$ cat src/hicc_pkg.sv
// Package with codes, states, timing constants and carrier types for the host command controller.
package hicc_pkg;

    // ------------------------------------------------------------------
    // Address decode
    // ------------------------------------------------------------------
    localparam int HOST_ADDR_W = 18;
    localparam int SEL_HI_BIT = 17;
    localparam int SEL_LO_BIT = 16;
    localparam int MEM_ADDR_W = 16;
    localparam int NIB_CNT_LSB = 3;
    localparam int NIB_CNT_W = 4;
    localparam int PORT_W = 32;

    localparam logic [1:0] SPACE_MEM = 2'h0;
    localparam logic [1:0] SPACE_PORT = 2'h1;
    localparam logic [1:0] SPACE_RUNCTL = 2'h2;
    localparam logic [1:0] SPACE_SCAN = 2'h3;

    localparam logic [2:0] OP_ILLEGAL = 3'h0;
    localparam logic [2:0] OP_HALT = 3'h1;
    localparam logic [2:0] OP_RUN = 3'h2;
    localparam logic [2:0] OP_STEP_ALL = 3'h3;
    localparam logic [2:0] OP_STEP_CTRL = 3'h4;
    localparam logic [2:0] OP_STEP_DATA = 3'h5;
    localparam logic [2:0] OP_INTERRUPT = 3'h6;
    localparam logic [2:0] OP_RESET = 3'h7;
    localparam logic [2:0] OP_LOAD_PIPE = 3'h1;
    localparam logic [2:0] OP_LOAD_MACRO = 3'h2;
    localparam logic [2:0] OP_LOAD_STORE = 3'h3;
    localparam logic [2:0] OP_LOAD_INIT = 3'h4;
    localparam logic [2:0] OP_CAPTURE = 3'h5;
    localparam logic [2:0] OP_SHIFT_STORE = 3'h6;
    localparam logic [2:0] OP_SHIFT_MACRO = 3'h7;

    // ------------------------------------------------------------------
    // Timing
    // ------------------------------------------------------------------
    localparam int CLK_PERIOD_NS = 100;
    localparam int STORE_GAP_NS = 65;
    localparam int STORE_GAP_CYC = (STORE_GAP_NS + CLK_PERIOD_NS - 1) / CLK_PERIOD_NS;
    localparam int ACCESS_CYC = 2;
    localparam int STORE_WRITE_CYC = 3;
    localparam logic [3:0] ACCESS_CNT = 4'(ACCESS_CYC);
    localparam logic [3:0] STORE_WRITE_CNT = 4'(STORE_WRITE_CYC);
    localparam logic [3:0] GAP_CNT = 4'(STORE_GAP_CYC);
    localparam int BITS_PER_NIB = 4;
    localparam logic [6:0] NIB_BITS = 7'h04;

    // ------------------------------------------------------------------
    // States
    // ------------------------------------------------------------------
    typedef enum logic [6:0] {
        ST_IDLE = 7'h01,
        ST_DECODE = 7'h02,
        ST_ACCESS = 7'h04,
        ST_PULSE = 7'h08,
        ST_SHIFT = 7'h10,
        ST_DONE = 7'h20,
        ST_TRAP = 7'h40
    } hicc_state_t;

    // Clock enables towards the CPU clock groups.
    typedef struct packed {
        logic ctrlPipe;   // Control pipeline and store port.
        logic macro;      // Macro opcode, operand, status, interrupt base.
        logic sequencer;  // Sequencer and interrupt registers.
        logic dataSect;   // Data section.
        logic gatedOk;    // Gated clocks may follow their own enables.
    } hicc_clk_t;

    // Shadow chain controls.
    typedef struct packed {
        logic parallelLoad; // Registers load from the chain.
        logic capture;      // Chain copies from registers.
        logic storeShift;   // Store chain shift clock.
        logic macroShift;   // Macro chain shift clock.
        logic storeWrite;   // Write store and opcode map.
        logic initLoad;     // Load store initialise registers.
    } hicc_scan_t;

endpackage : hicc_pkg
$ cat src/hicc_controller.sv
// Host interface command controller: decodes host accesses and paces the host.
`timescale 1ns/10ps

// How it works
// RULE1: Bits 17:16 zero select memory word access.
// RULE2: Access stops CPU, swaps bus drivers over.
// RULE3: Host write-enable picks read or write.
// RULE4: Code 01 accesses diagnostic port register.
// RULE5: Code 10 low bits pick run controls.
// RULE6: Code 11 low bits pick chain operations.
// RULE7: Host never issues illegal low code zero.
// RULE8: Halt stops clocks until run; steps override.
// RULE9: Run lets system clocks free run.
// RULE10: Step all pulses every clock once.
// RULE11: Control step clocks control registers only.
// RULE12: Data step clocks data section only.
// RULE13: Interrupt command raises interrupt request input.
// RULE14: Reset asserts reset, pulses ungated clocks.
// RULE15: Load pipeline pulses pipe clocks, parallel load.
// RULE16: Load macro pulses macro group, parallel load.
// RULE17: Load store runs write sequence from chain.
// RULE18: Load init loads store initialise registers.
// RULE19: Capture copies pipeline registers into chain.
// RULE20: Store shift swaps port and store chain.
// RULE21: Macro shift swaps port and macro chain.
// RULE22: Store shifting keeps system clocks halted.
// RULE23: Ready low until done, high until deselect.
// RULE24: Shift commands carry nibble count.
// RULE25: Host signals pass a synchronising register.
// RULE26: Deselect returns buses and clocks to CPU.
module hicc_controller
    import hicc_pkg::*;
(
    input wire logic sys_clk,                          // System clock, 10 MHz.
    input wire logic reset_n,                          // Synchronous reset, active low.
    input wire logic hostSelect,                       // Host selects the system, async.
    input wire logic [HOST_ADDR_W-1:0] hostAddr,       // Host address, async.
    input wire logic hostWriteEn,                      // Host write enable, async.
    input wire logic storeChainOut,                    // Serial bit leaving store chain.
    input wire logic macroChainOut,                    // Serial bit leaving macro chain.
    output logic host_wait_release,                    // Ready to host, high when done.
    output logic [MEM_ADDR_W-1:0] memory_address_bus,  // Word address towards memory.
    output logic memWrite,                             // Memory write strobe.
    output logic memRead,                              // Memory read enable.
    output logic portWrite,                            // Port register write from data bus.
    output logic portRead,                             // Port register read onto data bus.
    output logic extXcvrEn,                            // External transceivers on buses.
    output logic cpuDriveEn,                           // CPU drivers on buses.
    output logic cpuRun,                               // Free running CPU clocks enabled.
    output hicc_clk_t clkPulse,                        // One cycle clock group pulses.
    output hicc_scan_t shadow_scan_chain,              // Shadow chain controls.
    output logic [PORT_W-1:0] portShiftData,           // Port register image while shifting.
    output logic portShiftLoad,                        // Port register takes portShiftData.
    output logic chainSerialIn,                        // Serial bit into selected chain.
    output logic cpuIrqReq,                            // Interrupt request, one cycle.
    output logic cpuReset                              // CPU reset line.
);

    // ------------------------------------------------------------------
    // Host synchronisers
    // ------------------------------------------------------------------
    logic [HOST_ADDR_W+1:0] syncA;
    logic [HOST_ADDR_W+1:0] syncB;
    logic selS;
    logic weS;
    logic [HOST_ADDR_W-1:0] addrS;

    // Two flops for every host signal; only the second stage is used.
    always_ff @(posedge sys_clk) begin
        if (!reset_n) begin
            syncA <= '0;
            syncB <= '0;
        end else begin
            syncA <= {hostSelect, hostWriteEn, hostAddr}; // [RULE25]
            syncB <= syncA;
        end
    end
    assign selS = syncB[HOST_ADDR_W+1];
    assign weS = syncB[HOST_ADDR_W];
    assign addrS = syncB[HOST_ADDR_W-1:0];

    // ------------------------------------------------------------------
    // Sequencer
    // ------------------------------------------------------------------
    hicc_state_t state;
    logic [1:0] space;
    logic [2:0] op;
    logic writeDir;
    logic [3:0] cnt;
    logic [6:0] bitsLeft;
    logic halted;
    logic shiftMacro;

    assign space = addrS[SEL_HI_BIT:SEL_LO_BIT];
    assign op = addrS[2:0];

    // Command state, latched write direction, and counters.
    always_ff @(posedge sys_clk) begin
        if (!reset_n) begin
            state <= ST_IDLE;
            writeDir <= 1'b0;
            cnt <= 4'h0;
            bitsLeft <= 7'h00;
            shiftMacro <= 1'b0;
        end else begin
            case (state)
                ST_IDLE: begin
                    if (selS) begin
                        state <= ST_DECODE;
                    end
                end
                ST_DECODE: begin
                    writeDir <= weS; // [RULE3]
                    cnt <= ACCESS_CNT;
                    shiftMacro <= (op == OP_SHIFT_MACRO);
                    // A zero count means sixteen nibbles, the longest shift the field allows.
                    bitsLeft <= {(addrS[NIB_CNT_LSB+:NIB_CNT_W] == 4'h0),
                                 addrS[NIB_CNT_LSB+:NIB_CNT_W], 2'h0}; // [RULE24]
                    if (!space[1]) begin
                        state <= ST_ACCESS; // [RULE1] [RULE4]
                    end else if (op == OP_ILLEGAL) begin
                        state <= ST_TRAP; // [RULE7]
                    end else if (space == SPACE_SCAN &&
                                 (op == OP_SHIFT_STORE || op == OP_SHIFT_MACRO)) begin
                        state <= ST_SHIFT;
                    end else begin
                        state <= ST_PULSE;
                        if (space == SPACE_SCAN && op == OP_LOAD_STORE) begin
                            cnt <= STORE_WRITE_CNT; // [RULE17]
                        end else begin
                            cnt <= 4'h1;
                        end
                    end
                end
                ST_ACCESS, ST_PULSE: begin
                    if (cnt <= 4'h1) begin
                        state <= ST_DONE;
                    end
                    cnt <= cnt - 4'h1;
                end
                ST_SHIFT: begin
                    bitsLeft <= bitsLeft - 7'h01;
                    if (bitsLeft == 7'h01) begin
                        state <= ST_DONE;
                    end
                end
                ST_DONE: begin
                    if (!selS) begin
                        state <= ST_IDLE; // [RULE23]
                    end
                end
                ST_TRAP: begin
                    state <= ST_TRAP; // Only reset leaves this state.
                end
                default: begin
                    state <= ST_IDLE;
                end
            endcase
        end
    end

    // Halt mode: set by halt, cleared by run; steps leave it set.
    always_ff @(posedge sys_clk) begin
        if (!reset_n) begin
            halted <= 1'b0;
        end else if (state == ST_PULSE && space == SPACE_RUNCTL && cnt == 4'h1) begin
            if (op == OP_HALT) begin
                halted <= 1'b1; // [RULE8]
            end else if (op == OP_RUN) begin
                halted <= 1'b0; // [RULE9]
            end
        end
    end

    // ------------------------------------------------------------------
    // Bus ownership, memory and port strobes
    // ------------------------------------------------------------------
    logic busy;
    assign busy = (state != ST_IDLE);

    // Host owns the buses from decode to idle, except in the cycle after decoding a run-control or scan command; the CPU gets them back
    // at idle, and its clocks restart only when no halt is in force.
    always_ff @(posedge sys_clk) begin
        if (!reset_n) begin
            extXcvrEn <= 1'b0;
            cpuDriveEn <= 1'b1;
            cpuRun <= 1'b1;
            host_wait_release <= 1'b0;
        end else begin
            extXcvrEn <= busy && (state != ST_DECODE || !space[1]); // [RULE2] [RULE26]
            cpuDriveEn <= !busy; // [RULE2] [RULE26]
            cpuRun <= !busy && !halted; // [RULE2] [RULE8] [RULE22] [RULE26]
            host_wait_release <= (state == ST_DONE) && selS; // [RULE23]
        end
    end

    // Memory or port strobes during the access window.
    always_ff @(posedge sys_clk) begin
        if (!reset_n) begin
            memory_address_bus <= '0;
            memWrite <= 1'b0;
            memRead <= 1'b0;
            portWrite <= 1'b0;
            portRead <= 1'b0;
        end else begin
            memory_address_bus <= addrS[MEM_ADDR_W-1:0]; // [RULE1]
            memRead <= state == ST_ACCESS && space == SPACE_MEM && !writeDir; // [RULE3]
            memWrite <= state == ST_ACCESS && space == SPACE_MEM && writeDir && cnt == 4'h1;
            portRead <= state == ST_ACCESS && space == SPACE_PORT && !writeDir; // [RULE4]
            portWrite <= state == ST_ACCESS && space == SPACE_PORT && writeDir && cnt == 4'h1;
        end
    end

    // ------------------------------------------------------------------
    // Command pulses
    // ------------------------------------------------------------------
    logic runPulse;
    logic scanPulse;
    assign runPulse = (state == ST_PULSE) && (space == SPACE_RUNCTL); // [RULE5]
    assign scanPulse = (state == ST_PULSE) && (space == SPACE_SCAN); // [RULE6]

    // Clock group pulses and run-control side effects, one cycle each.
    always_ff @(posedge sys_clk) begin
        if (!reset_n) begin
            clkPulse <= '0;
            cpuIrqReq <= 1'b0;
            cpuReset <= 1'b0;
        end else begin
            clkPulse.ctrlPipe <= (runPulse && (op == OP_STEP_ALL || op == OP_STEP_CTRL ||
                                  op == OP_RESET)) || (scanPulse && op == OP_LOAD_PIPE);
            clkPulse.macro <= (runPulse && (op == OP_STEP_ALL || op == OP_STEP_CTRL ||
                               op == OP_RESET)) || (scanPulse && op == OP_LOAD_MACRO);
            clkPulse.sequencer <= runPulse && (op == OP_STEP_ALL ||
                                  op == OP_STEP_CTRL || op == OP_RESET); // [RULE11]
            clkPulse.dataSect <= runPulse && (op == OP_STEP_ALL ||
                                 op == OP_STEP_DATA || op == OP_RESET); // [RULE10] [RULE12]
            clkPulse.gatedOk <= runPulse && op == OP_STEP_ALL; // [RULE10] [RULE14]
            cpuIrqReq <= runPulse && op == OP_INTERRUPT; // [RULE13]
            cpuReset <= runPulse && op == OP_RESET; // [RULE14]
        end
    end

    // Shadow chain controls; the pipeline groups above pulse with the load.
    always_ff @(posedge sys_clk) begin
        if (!reset_n) begin
            shadow_scan_chain <= '0;
        end else begin
            shadow_scan_chain.parallelLoad <= scanPulse &&
                (op == OP_LOAD_PIPE || op == OP_LOAD_MACRO); // [RULE15] [RULE16]
            shadow_scan_chain.storeWrite <= scanPulse && op == OP_LOAD_STORE; // [RULE17]
            shadow_scan_chain.initLoad <= scanPulse && op == OP_LOAD_INIT; // [RULE18]
            shadow_scan_chain.capture <= scanPulse && op == OP_CAPTURE; // [RULE19]
            shadow_scan_chain.storeShift <= state == ST_SHIFT && !shiftMacro; // [RULE20]
            shadow_scan_chain.macroShift <= state == ST_SHIFT && shiftMacro; // [RULE21]
        end
    end

    // ------------------------------------------------------------------
    // Serial exchange with the port register
    // ------------------------------------------------------------------
    logic [PORT_W-1:0] shiftImage;
    logic returnBit;
    assign returnBit = shiftMacro ? macroChainOut : storeChainOut;

    // Port image rotates one bit per shift: low bit out, chain end in on top.
    // The image starts cleared and is not reloaded from the data bus.
    always_ff @(posedge sys_clk) begin
        if (!reset_n) begin
            shiftImage <= '0;
            portShiftData <= '0;
            portShiftLoad <= 1'b0;
            chainSerialIn <= 1'b0;
        end else begin
            portShiftLoad <= (state == ST_SHIFT); // [RULE20] [RULE21]
            if (state == ST_SHIFT) begin
                chainSerialIn <= shiftImage[0];
                shiftImage <= {returnBit, shiftImage[PORT_W-1:1]};
                portShiftData <= {returnBit, shiftImage[PORT_W-1:1]};
            end
        end
    end
endmodule : hicc_controller

$ cat config.mk
export PLATFORM = sky130hd
export DESIGN_NAME = hicc_controller
export DESIGN_NICKNAME = d
export VERILOG_FILES = /design/src/hicc_pkg.sv /design/src/hicc_controller.sv
export SDC_FILE = /design/constraint.sdc
export NUM_CORES = 1
export LEC_CHECK = 0
export BUFFER_PORTS_ARGS = -buffer_cell sky130_fd_sc_hd__buf_2
export CORE_MARGIN = 1.5
export CORE_UTILIZATION = 58
export CTS_CLUSTER_DIAMETER = 100
export CTS_CLUSTER_SIZE = 8
export DETAILED_ROUTE_END_ITERATION = 12
export GPL_ROUTABILITY_DRIVEN = 0
export HOLD_SLACK_MARGIN = 0.15
export PLACE_DENSITY = 0.88
export SETUP_SLACK_MARGIN = 0.3
export SYNTH_ARGS = -nofsm -noshare
export SYNTH_HDL_FRONTEND = slang
export SYNTH_SLANG_ARGS = --single-unit
$ cat constraint.sdc
create_clock -name sys_clk -period 4 [get_ports sys_clk]
set_input_delay 0.8 -clock sys_clk [delete_from_list [all_inputs] [get_ports sys_clk]]
set_output_delay 0.8 -clock sys_clk [all_outputs]
set_load 0.05 [all_outputs]
After elaboration in Yosys (flattened, before gate mapping). Index checks and enable logic that the tools add are counted. Widths: inputs -> output; s select.

Bits in registers: 132. Bits of input ports: 24. Output and inout port bits: 71. Logic and storage cells: 130.

Add/sub/neg operators: 2. Magnitude comparators: 1. Equal/unequal tests: 25. Muxes and demuxes: 17. Reduce and logical (&&, ||, !) cells: 52.

Operators by type and width (number): $mux 7 (6); $pmux 7 s6 (1); $logic_and 1x1->1 (29); $eq 7x1->1 const B (2); $pmux 7 s2 (1); $eq 3x3->1 const B (4); $logic_or 1x1->1 (9); $mux 2 (4); $ne 2x2->1 const B (4); $pmux 4 s2 (1); $eq 7x2->1 const B (1); $eq 7x3->1 const B (1); $eq 7x4->1 const B (1); $eq 7x5->1 const B (1); $eq 7x6->1 const B (1); $eq 7x7->1 const B (1); $ne 7x1->1 const B (1); $ne 7x2->1 const B (1); $sub 7x1->7 const B (1); $eq 3x2->1 const B (2); $reduce_bool 2->1 (3); $logic_not 1->1 (5); $mux 5 (1); $eq 2x2->1 const B (2); 12 further kinds (14).

Logic depth before layout (Yosys ltp). Gate-level depths: netlist of the first run.

Depth in word-level cells: 7. Depth in mapped cells: 8. Gate-level depth less buffers: 6.

Worst setup path after synthesis of the first run. No wires, ideal clock.

Path type: input port to flip-flop. Start: input port reset_n. End: register clkPulse[4] (netlist bit). Data arrival time: 2.163 ns. Data required time: 3.903 ns. Setup slack: 1.740 ns. Stages on the path: 5. Buffers on the path: 1. Cell sequence: clkbuf_1 -> clkinv_1 -> or4_4 -> or2_4 -> o41ai_4.

RTL lines: start: declaration (RTL line hicc_controller.sv:35) `input wire logic reset_n,`; end: declaration (RTL line hicc_controller.sv:50) `output hicc_clk_t clkPulse,`.

Worst setup path after layout of the first run.
Start: register state[1]. End: register clkPulse[4] (netlist bit).

Word-level cells in the longest chain between the ends: 4. Elaborated cells between the ends (all ways): 6. Classes of those cells: 1 x eq/ne; 5 x reduce/logical.

Ends and longest elaborated chain: start: declaration (RTL line hicc_controller.sv:85) `hicc_state_t state;`; start signal: assignment (RTL line hicc_controller.sv:100) `state <= ST_IDLE;`; start signal: assignment (RTL line hicc_controller.sv:109) `state <= ST_DECODE;`; start signal: assignment (RTL line hicc_controller.sv:120) `state <= ST_ACCESS;`; $eq 7x4->1 (*) (RTL line hicc_controller.sv:219, hicc_controller.sv:220); $logic_and 1x1->1 (on tied branches) (RTL line hicc_controller.sv:219, hicc_controller.sv:220); $logic_and 1x1->1 (on tied branches) (RTL line hicc_controller.sv:229, hicc_controller.sv:230); $logic_or 1x1->1 (*) (RTL line hicc_controller.sv:230) `op == OP_RESET)) || (scanPulse && op == OP_LOAD_PIPE);`.

Every way passes the cells marked *; elsewhere a longest branch is shown, timed or not. A chain may end at the register's enable or synchronous reset.

==> flow_summary.json, run 1 <==
{
  "status": "complete, no violations",
  "dpl-instance-area_um2": 5120,
  "endpoint_kind": "flop",
  "drv_cap": 0,
  "die_x_um": 92.6,
  "dpl.cell_count": 656,
  "cp.required_ns": 4.42,
  "insertion_delay_ns": 0.51,
  "synth_top_area_share_pct": 56.7,
  "arrival_ns": 2.62,
  "synthDistinctLibCells": 54,
  "overflow": 0,
  "start_kind": "flop",
  "cts_hold_buf": 0,
  "antenna_found_initial": 0,
  "synth_area_leaders": "dfxtp_1 57%, and2_1 7.4%, nand2_1 6.4%, a21oi_1 4.8%, clkbuf_1 2.3%",
  "synth_area_um2": 4660,
  "slowest_delay_ns": 0.67,
  "clkSinkCount": 132,
  "start_util_pct": 60.0,
  "crit_buf_inv": 0,
  "antenna_cells": 0,
  "avgRoutedWirePerCell_um": 13.8,
  "post-route-util_pct": 73.4,
  "post-route-period-util_pct": 55.0,
  "layout_common_cells": "132 x dfxtp_1, 94 x buf_2, 80 x nand2_1",
  "numCtsBuffers": 17,
  "worst_pin_slew_ns": 0.748,
  "finClkSkew_ns": 0.00963,
  "post_cts_buffers": 0,
  "ir_worst_vdd_v": 0.000447,
  "die_area_um2": 8580,
  "grt_pass1_vias": 3544,
  "async_flop_share_pct": 0,
  "grt_max_degree": 71,
  "crit_chain": "or4_1 -> or4_4 -> or2_4 -> o41ai_4",
  "htreeDepth": 4,
  "hold_viol": 0,
  "drtPass1Iterations": 4,
  "drc": 0,
  "setup-violations-final": 0,
  "syn_nets": 522,
  "rows": 32,
  "synthFlopType": "dfxtp_1",
  "core_um2": 7770,
  "slowest_stage": "or4_1",
  "layout_commonest_cell": "dfxtp_1",
  "cts_buffer_depth": 2,
  "report.final.slew_viol_count": 0,
  "max_slew_margin_pct": 49.7,
  "post-place-ws_ns": 1.60,
  "yosys.area.top_type": "dfxtp_1",
  "portBuffers": 94,
  "grt_pass1_wl_um": 15900,
  "drt_iter0_markers": 272,
  "final_nets": 601,
  "cts_tree": "built",
  "drive_gt1_share_pct": 24.1,
  "tns_ns": 0,
  "fmax_mhz": 454,
  "dieHeight_um": 92.6,
  "synth-warning-count": 0,
  "layoutNonFillerInstCount": 688,
  "drt-total-wl_um": 9470,
  "syn-instance-count": 494,
  "finalCriticalPeriod_ns": 2.20,
  "ctsResizeCount": 0,
  "synth-edff-count": 0,
  "final.setup.worst_slack_ns": 1.80,
  "holdCritPathClass": "reg -> reg",
  "ys_ff_latch": 132,
  "design_area_um2": 5700,
  "drtAntennaViolNets": 0,
  "via_per_inst": 5.31,
  "ioPinCount": 95,
  "cts-root-buf": "clkbuf_8",
  "clkSlewWorstSetupHoldPaths_ns": 0.06,
  "via_count": 3650,
  "syn_area_per_cell_um2": 9.43,
  "critPathMaxFanout": 12,
  "dp_hpwl_um": 5840,
  "power_density_nw_per_um2": 560,
  "grt_setup_unrepaired": "false",
  "syn_to_final_growth_pct": 22.3,
  "crit_type": "reg -> reg",
  "grtUsageTotal_pct": 23.5,
  "leakage_nw": 2.37,
  "ys_seq_area_share_pct": 56.7,
  "path_delay_family": "simple AND/OR/NAND/NOR gates"
}
stage by stage:
step	total power, W	hold WS, ns
2_1_floorplan	0.00165	0.406
3_3_place_gp	0.00171	0.411
3_5_place_dp	0.00172	0.418
4_1_cts	0.00321	0.432
5_1_grt	0.00331	0.440
6_report	0.00320	0.433
flip-flops by register name (all words and copies together) (netlist names), 4 cells and up:
register,count
shadow_scan_chain,6
cnt,4
bitsLeft,7
shiftImage,32
state,7
syncB,20
clkPulse,5
syncA,20
memory_address_bus,16
layout make-up:
class	count	area, um^2
multi-input cells	315	1810
well taps	102	128
repair buffers	98	500
flip-flops and latches	132	2640
clock inverters	15	170
fillers	560	2070
clock buffers	17	414
inverters	9	33.8
cells in the mapped netlist, types with 3 or more instances:
cell / count
o211ai_1: 4
buf_2: 4
or4b_2: 3
nor3_1: 16
o21ai_0: 9
mux2i_1: 3
nand2_1: 80
clkbuf_1: 28
or3_1: 9
xnor2_1: 3
buf_6: 3
inv_1: 8
dfxtp_1: 132
nand3_1: 11
o21a_1: 3
nor2_1: 20
a21oi_1: 45
nor4_1: 3
ha_1: 4
nor4b_1: 5
and2_1: 55
o31a_1: 3
worst reg2reg max path: stages (launching register included):
cell and delay [ns]:
dfxtp_1 0.42, or4_1 0.67, or4_4 0.55, or2_4 0.28
o41ai_4 0.19
per-layer routing:
metal	track usage (%)	routed length [um]	up-vias
met3	7.31	524	24
met1	27.8	3980	1675
met2	39.2	4770	121
li1	-	-	1830
met4	10.5	187	0
met5	0	0	-
worst paths after layout:
path	from	to	slack, ns	cells past startpoint
max	state[1]	clkPulse[4]	1.80	4
min	syncA[19]	syncB[19]	0.43	1
max reg2reg	state[1]	clkPulse[4]	1.80	4
min reg2reg	syncA[19]	syncB[19]	0.43	1
where the power goes:
part | internal [W] | switching (W) | total (W)
combinational | 0.000102 | 0.000176 | 0.000278
clock | 0.000903 | 0.000595 | 0.00150
sequential | 0.00137 | 0.0000530 | 0.00142
logic make-up (layout without fill, tap and decap cells):
kind of cell / Yosys count / count (layout) / share of synthesized area [%]
flops: 132 / 132 / 56.7
buf+inv: 47 / 139 / 4.46
xor+xnor: 4 / 4 / 0.752
fa+ha+maj: 4 / 4 / 1.07
simple gates: 221 / 221 / 25.0
compound gates: 83 / 83 / 11.4
mux: 3 / 3 / 0.644
Note: power is estimated with default switching activity, not from simulation.
==> run 2, diff against run 1 <==
--- a/config.mk
+++ b/config.mk
@@ -7,13 +7,13 @@
 export LEC_CHECK = 0
 export BUFFER_PORTS_ARGS = -buffer_cell sky130_fd_sc_hd__buf_2
 export CORE_MARGIN = 1.5
-export CORE_UTILIZATION = 58
+export CORE_UTILIZATION = 54
 export CTS_CLUSTER_DIAMETER = 100
 export CTS_CLUSTER_SIZE = 8
 export DETAILED_ROUTE_END_ITERATION = 12
 export GPL_ROUTABILITY_DRIVEN = 0
 export HOLD_SLACK_MARGIN = 0.15
-export PLACE_DENSITY = 0.88
+export PLACE_DENSITY = 0.83
 export SETUP_SLACK_MARGIN = 0.3
 export SYNTH_ARGS = -nofsm -noshare
 export SYNTH_HDL_FRONTEND = slang
==> constraint.sdc (replaced) <==
create_clock -name sys_clk -period 2.1 [get_ports sys_clk]
set_input_delay 0.42 -clock sys_clk [delete_from_list [all_inputs] [get_ports sys_clk]]
set_output_delay 0.42 -clock sys_clk [all_outputs]
set_load 0.05 [all_outputs]
==> run 2 against run 1 <==
  * Sequential power is 87% higher
  * Clock-buffer cell count unchanged
  * Final cell count is 6.5% higher
  * Critical path depth is the same
  * Clock power is 100% higher
  * Non-clock buffer count is 42 higher
==> flow_summary.json, run 2 (synthesized netlist as in run 1, its figures left out) <==
{
  "status": "complete, no violations",
  "m1WireLength_um": 4750,
  "drive_gt1_share_pct": 29.8,
  "worst_pin_slew_ns": 0.545,
  "routed.top_layer": "met4",
  "clkSlewWorstSetupHoldPaths_ns": 0.06,
  "ir_worst_vdd_v": 0.000690,
  "critPathMaxFanout": 5,
  "cp.required_ns": 2.53,
  "grt_max_degree": 71,
  "htreeDepth": 4,
  "leakage_nw": 2.63,
  "antenna_found_initial": 0,
  "clockPowerShare_pct": 46.5,
  "design_area_um2": 6320,
  "layout_commonest_cell": "dfxtp_1",
  "arrival_ns": 2.35,
  "route.met3.wl_um": 722,
  "slowest_stage": "or4_4",
  "power_density_nw_per_um2": 1040,
  "internal-power_w": 0.00478,
  "die_x_um": 95.9,
  "power_frac_seq_pct": 40.6,
  "post-route-period-util_pct": 91.5,
  "final_nets": 643,
  "fmax_mhz": 520,
  "drt_iter0_markers": 358,
  "max_slew_margin_pct": 63.1,
  "grt_pass1_wl_um": 17800,
  "antenna_cells": 0,
  "rows": 33,
  "finalCriticalPeriod_ns": 1.92,
  "reg.largest.list": "shiftImage x32, syncA x20, syncB x20",
  "net-switching-power_w": 0.00177,
  "multi_input_area_um2": 1990,
  "ioPinCount": 95,
  "via_per_inst": 5.54,
  "grt_pass1_vias": 3711,
  "cpMostUsedCell": "or4_4",
  "clkSinkCount": 132,
  "p_sw_share_pct": 27.0,
  "dpl-instance-area_um2": 5260,
  "wl_met2_um": 6180,
  "report.final.slew_viol_count": 0,
  "drc": 0,
  "drtAntennaViolNets": 0,
  "overflow": 0,
  "numCtsBuffers": 17,
  "cts-root-buf": "clkbuf_8",
  "start_kind": "flop",
  "avgRoutedWirePerCell_um": 16.6,
  "holdCritPathClass": "in -> reg",
  "tns_ns": 0,
  "via_count": 4061,
  "portBuffers": 94,
  "drtPass1Iterations": 5,
  "drt-total-wl_um": 12200,
  "cts_buffer_depth": 2,
  "endpoint_kind": "flop",
  "core_um2": 8300,
  "syn_to_final_growth_pct": 35.5,
  "layout_common_cells": "128 x dfxtp_1, 94 x buf_2, 79 x nand2_1",
  "insertion_delay_ns": 0.53,
  "grt_setup_unrepaired": "true",
  "top_register": "shiftImage",
  "crit_type": "reg -> reg",
  "start_util_pct": 56.2,
  "grtUsageTotal_pct": 25.7,
  "drv_cap": 0,
  "regArea_um2": 2650,
  "dp_hpwl_um": 6330,
  "setup-violations-final": 0,
  "fillCellCount": 495,
  "power_frac_comb_pct": 12.9,
  "slowest_delay_ns": 0.58,
  "hold_viol": 0,
  "dieHeight_um": 95.9,
  "cts_tree": "built",
  "die_area_um2": 9200,
  "crit_chain": "or4_4 -> or4_4 -> or2_4 -> o41ai_4",
  "finClkSkew_ns": 0.00976,
  "largest_reg_flops": 32
}
-- run 2: cell types whose count changed in the layout (fill, tap and decap cells not counted), sizes merged --
cell / before / now
clkinvlp: 4 / 2
dlygate4sd3: 0 / 20
buf: 98 / 120
clkinv: 3 / 4
bufinv: 2 / 3
-- run 2: power groups by stage --
stage          clock (W)  sequential [W]  combinational, W
2_1_floorplan          0         0.00279          0.000404
3_3_place_gp           0         0.00270          0.000612
3_5_place_dp           0         0.00270          0.000634
4_1_cts          0.00304         0.00265          0.000760
5_1_grt          0.00319         0.00266          0.000882
6_report         0.00304         0.00266          0.000841
-- run 2: repair_timing --
item                                    in CTS  in global routing
resized for setup                           10                 24
setup buffers                                9                  3
hold buffers                                20                  0
endpoints found under the setup margin      43                 54
pin swaps                                    8                 14
hold endpoints to repair                    20                  0
-- run 2: worst paths after layout --
kind                 startpoint              to  slack [ns]  cells after the start
setup / recovery       state[0]     clkPulse[4]        0.18                      4
hold / removal    storeChainOut  shiftImage[31]        0.25                      3
setup reg to reg       state[0]     clkPulse[4]        0.18                      4
hold reg to reg       syncA[14]       syncB[14]        0.43                      1
-- run 2: routing by layer --
metal | track usage (%) | up-vias
li1 | - | 1916
met1 | 29.6 | 1905
met2 | 42.9 | 184
met3 | 6.87 | 56
met4 | 14.7 | 0
met5 | 0 | -
-- run 2: through the flow --
stage | hold slack, ns | power, W | std cells | util, % | worst slack [ns]
5_1_grt | 0.277 | 0.00673 | 733 | 76.1 | 0.148
2_1_floorplan | 0.406 | 0.00319 | 494 | - | 0.184
3_3_place_gp | 0.407 | 0.00331 | 669 | 63.4 | 0.146
4_1_cts | 0.251 | 0.00645 | 730 | 74.7 | 0.204
6_report | 0.254 | 0.00654 | 733 | 76.1 | 0.178
3_5_place_dp | 0.415 | 0.00334 | 669 | 63.4 | 0.117
-- run 2: area by class of cell --
| cell class | count | area share [%] |
|---|---|---|
| multi-input cells | 315 | 31.5 |
| inverters | 9 | 0.535 |
| repair buffers | 140 | 14.3 |
| clock inverters | 15 | 3.07 |
| clock buffers | 17 | 6.56 |
| flip-flops and latches | 132 | 42.0 |
| well taps | 105 | 2.08 |
-- run 2: critical path, delay by kind of cell (launching register included) --
kind | cells | cell delay (ns)
compound gates | 1 | 0.20
flops | 1 | 0.32
simple gates | 3 | 1.31
==> run 3, diff against run 2 <==
--- a/config.mk
+++ b/config.mk
@@ -6,6 +6,7 @@
 export NUM_CORES = 1
 export LEC_CHECK = 0
 export BUFFER_PORTS_ARGS = -buffer_cell sky130_fd_sc_hd__buf_2
+export CAP_MARGIN = 5
 export CORE_MARGIN = 1.5
 export CORE_UTILIZATION = 54
 export CTS_CLUSTER_DIAMETER = 100
@@ -14,7 +15,9 @@
 export GPL_ROUTABILITY_DRIVEN = 0
 export HOLD_SLACK_MARGIN = 0.15
 export PLACE_DENSITY = 0.83
+export RECOVER_POWER = 50
 export SETUP_SLACK_MARGIN = 0.3
 export SYNTH_ARGS = -nofsm -noshare
 export SYNTH_HDL_FRONTEND = slang
 export SYNTH_SLANG_ARGS = --single-unit
+export TNS_END_PERCENT = 100
==> run 3 against run 2 <==
  * Register-to-register slack hardly changed
  * Fmax down 0.16%
  * Sequential share of layout area grew 0.39 points
  * Sequential power about the same
  * Highest routed layer unchanged
  * Via count up 0.22%
==> flow_summary.json, run 3 (synthesized netlist as in run 1, its figures left out) <==
{
  "whs_ns": 0.259,
  "drive_gt1_share_pct": 23.2,
  "internal-power_w": 0.00477,
  "hold_viol": 0,
  "layout_commonest_cell": "dfxtp_1",
  "slowest_delay_ns": 0.58,
  "slowest_stage": "or4_4",
  "p_sw_share_pct": 27.0,
  "overflow": 0,
  "critPathMaxFanout": 5,
  "rows": 33,
  "max_slew_margin_pct": 30.1,
  "power_frac_comb_pct": 12.7,
  "final_nets": 643,
  "holdCritPathClass": "in -> reg",
  "holdPathEnd": "shiftImage[31]",
  "crit_chain": "or4_4 -> or4_4 -> or2_4 -> o41ai_4",
  "htreeDepth": 4,
  "largest_reg_flops": 32,
  "crit_type": "reg -> reg",
  "dieHeight_um": 95.9,
  "core_um2": 8300,
  "leakage_nw": 2.44,
  "drtPass1Iterations": 5,
  "numCtsBuffers": 17,
  "die_x_um": 95.9,
  "clockPowerShare_pct": 46.5,
  "worst_r2r_endpoint": "clkPulse[4]",
  "insertion_delay_ns": 0.52,
  "hold_start": "storeChainOut",
  "setup-violations-final": 0,
  "fillCellCount": 515,
  "status": "complete, no violations",
  "die_area_um2": 9200,
  "drc": 0,
  "antenna_found_initial": 0,
  "post-route-period-util_pct": 91.7,
  "drtAntennaViolNets": 0,
  "syn_to_final_growth_pct": 34.3,
  "antenna_cells": 0,
  "grt_pass1_wl_um": 17800,
  "arrival_ns": 2.35,
  "drt_iter0_markers": 319,
  "cp.required_ns": 2.52,
  "clkSinkCount": 132,
  "report.final.slew_viol_count": 0,
  "worst_pin_slew_ns": 1.05,
  "finClkSkew_ns": 0.00951,
  "drv_cap": 0,
  "power_frac_seq_pct": 40.8,
  "grt_pass1_vias": 3711,
  "grt_setup_unrepaired": "true",
  "portBuffers": 94,
  "drt-total-wl_um": 12200,
  "grtUsageTotal_pct": 25.7,
  "fmax_mhz": 519,
  "reg2reg_slack_ns": 0.17,
  "start_util_pct": 56.2,
  "ioPinCount": 95,
  "finalCriticalPeriod_ns": 1.93,
  "net-switching-power_w": 0.00176,
  "reg2regPathDepth": 4,
  "reg2reg_from": "state[0]",
  "reg.largest.list": "shiftImage x32, syncA x20, syncB x20",
  "clkSlewWorstSetupHoldPaths_ns": 0.06,
  "cts_buffer_depth": 2,
  "via_per_inst": 5.55,
  "via_count": 4070,
  "cts-root-buf": "clkbuf_8",
  "tns_ns": 0,
  "top_register": "shiftImage",
  "start_kind": "flop",
  "grt_max_degree": 71,
  "cts_tree": "built",
  "power_density_nw_per_um2": 1040,
  "layout_common_cells": "128 x dfxtp_1, 79 x nand2_1, 54 x buf_2",
  "hold_depth": 3,
  "cpMostUsedCell": "or4_4",
  "endpoint_kind": "flop",
  "dp_hpwl_um": 6330,
  "avgRoutedWirePerCell_um": 16.6,
  "ir_worst_vdd_v": 0.000685
}
## run 3: cell types whose count changed in the layout (fill, tap and decap cells not counted), sizes merged
| cell | change |
|---|---|
| buf | -41 |
| clkbuf | +41 |
## run 3: how the worst max path moves through the flow
stage	start	slack, ns	endpoint	cells after the start
global route	state[0]	0.15	clkPulse[4]	4
CTS	state[0]	0.20	clkPulse[4]	4
finish	state[0]	0.17	clkPulse[4]	4
global placement	state[4]	0.15	clkPulse[4]	4
detailed placement	state[4]	0.12	clkPulse[4]	4
floorplan	state[4]	0.18	clkPulse[4]	5
## run 3: final cells by class
type                            count  area, um^2  area share (%)
Tap cell                          105         131            2.10
Sequential cell                   132        2650            42.3
Inverter                            9        33.8           0.540
Clock inverter                     15         194            3.10
Multi-Input combinational cell    315        1980            31.7
Timing Repair Buffer              140         853            13.6
Clock buffer                       17         414            6.62
## run 3: power by group through the flow
stage | Combinational (W) | Sequential [W] | Clock (W)
after detailed placement | 0.000634 | 0.00270 | 0
after global placement | 0.000612 | 0.00270 | 0
final | 0.000829 | 0.00266 | 0.00304
after floorplan | 0.000404 | 0.00279 | 0
after CTS | 0.000760 | 0.00265 | 0.00304
after global routing | 0.000871 | 0.00267 | 0.00319
## run 3: metrics by stage
stage                     power [W]  instance area, um^2  instances  utilization (%)  setup WS (ns)
after floorplan             0.00319                 4730        494                -          0.184
after global placement      0.00331                 5260        669             63.4          0.146
after detailed placement    0.00334                 5260        669             63.4          0.117
after CTS                   0.00645                 6200        730             74.7          0.204
after global routing        0.00672                 6260        733             75.4          0.148
final                       0.00653                 6260        733             75.4          0.175
## run 3: metal layers
metal / global-route usage (%) / vias to the layer above / share of wire, %
li1: - / 1915 / -
met1: 29.6 / 1931 / 40
met2: 42.9 / 178 / 51
met3: 6.87 / 46 / 5.2
met4: 14.7 / 0 / 3.9
met5: 0 / - / 0
## run 3: critical path, delay by kind of cell (launching register included)
kind / cells / cell delay (ns)
AO/OA/AOI/OAI: 1 / 0.20
flip-flops: 1 / 0.32
AND/OR/NAND/NOR: 3 / 1.32
## run 3: timing repair
item / CTS / global route
hold buffers: 20 / 0
gates resized for setup: 10 / 24
hold endpoints to repair: 20 / 0
setup buffers: 9 / 3
setup endpoints to repair: 43 / 54
pin swaps: 8 / 14
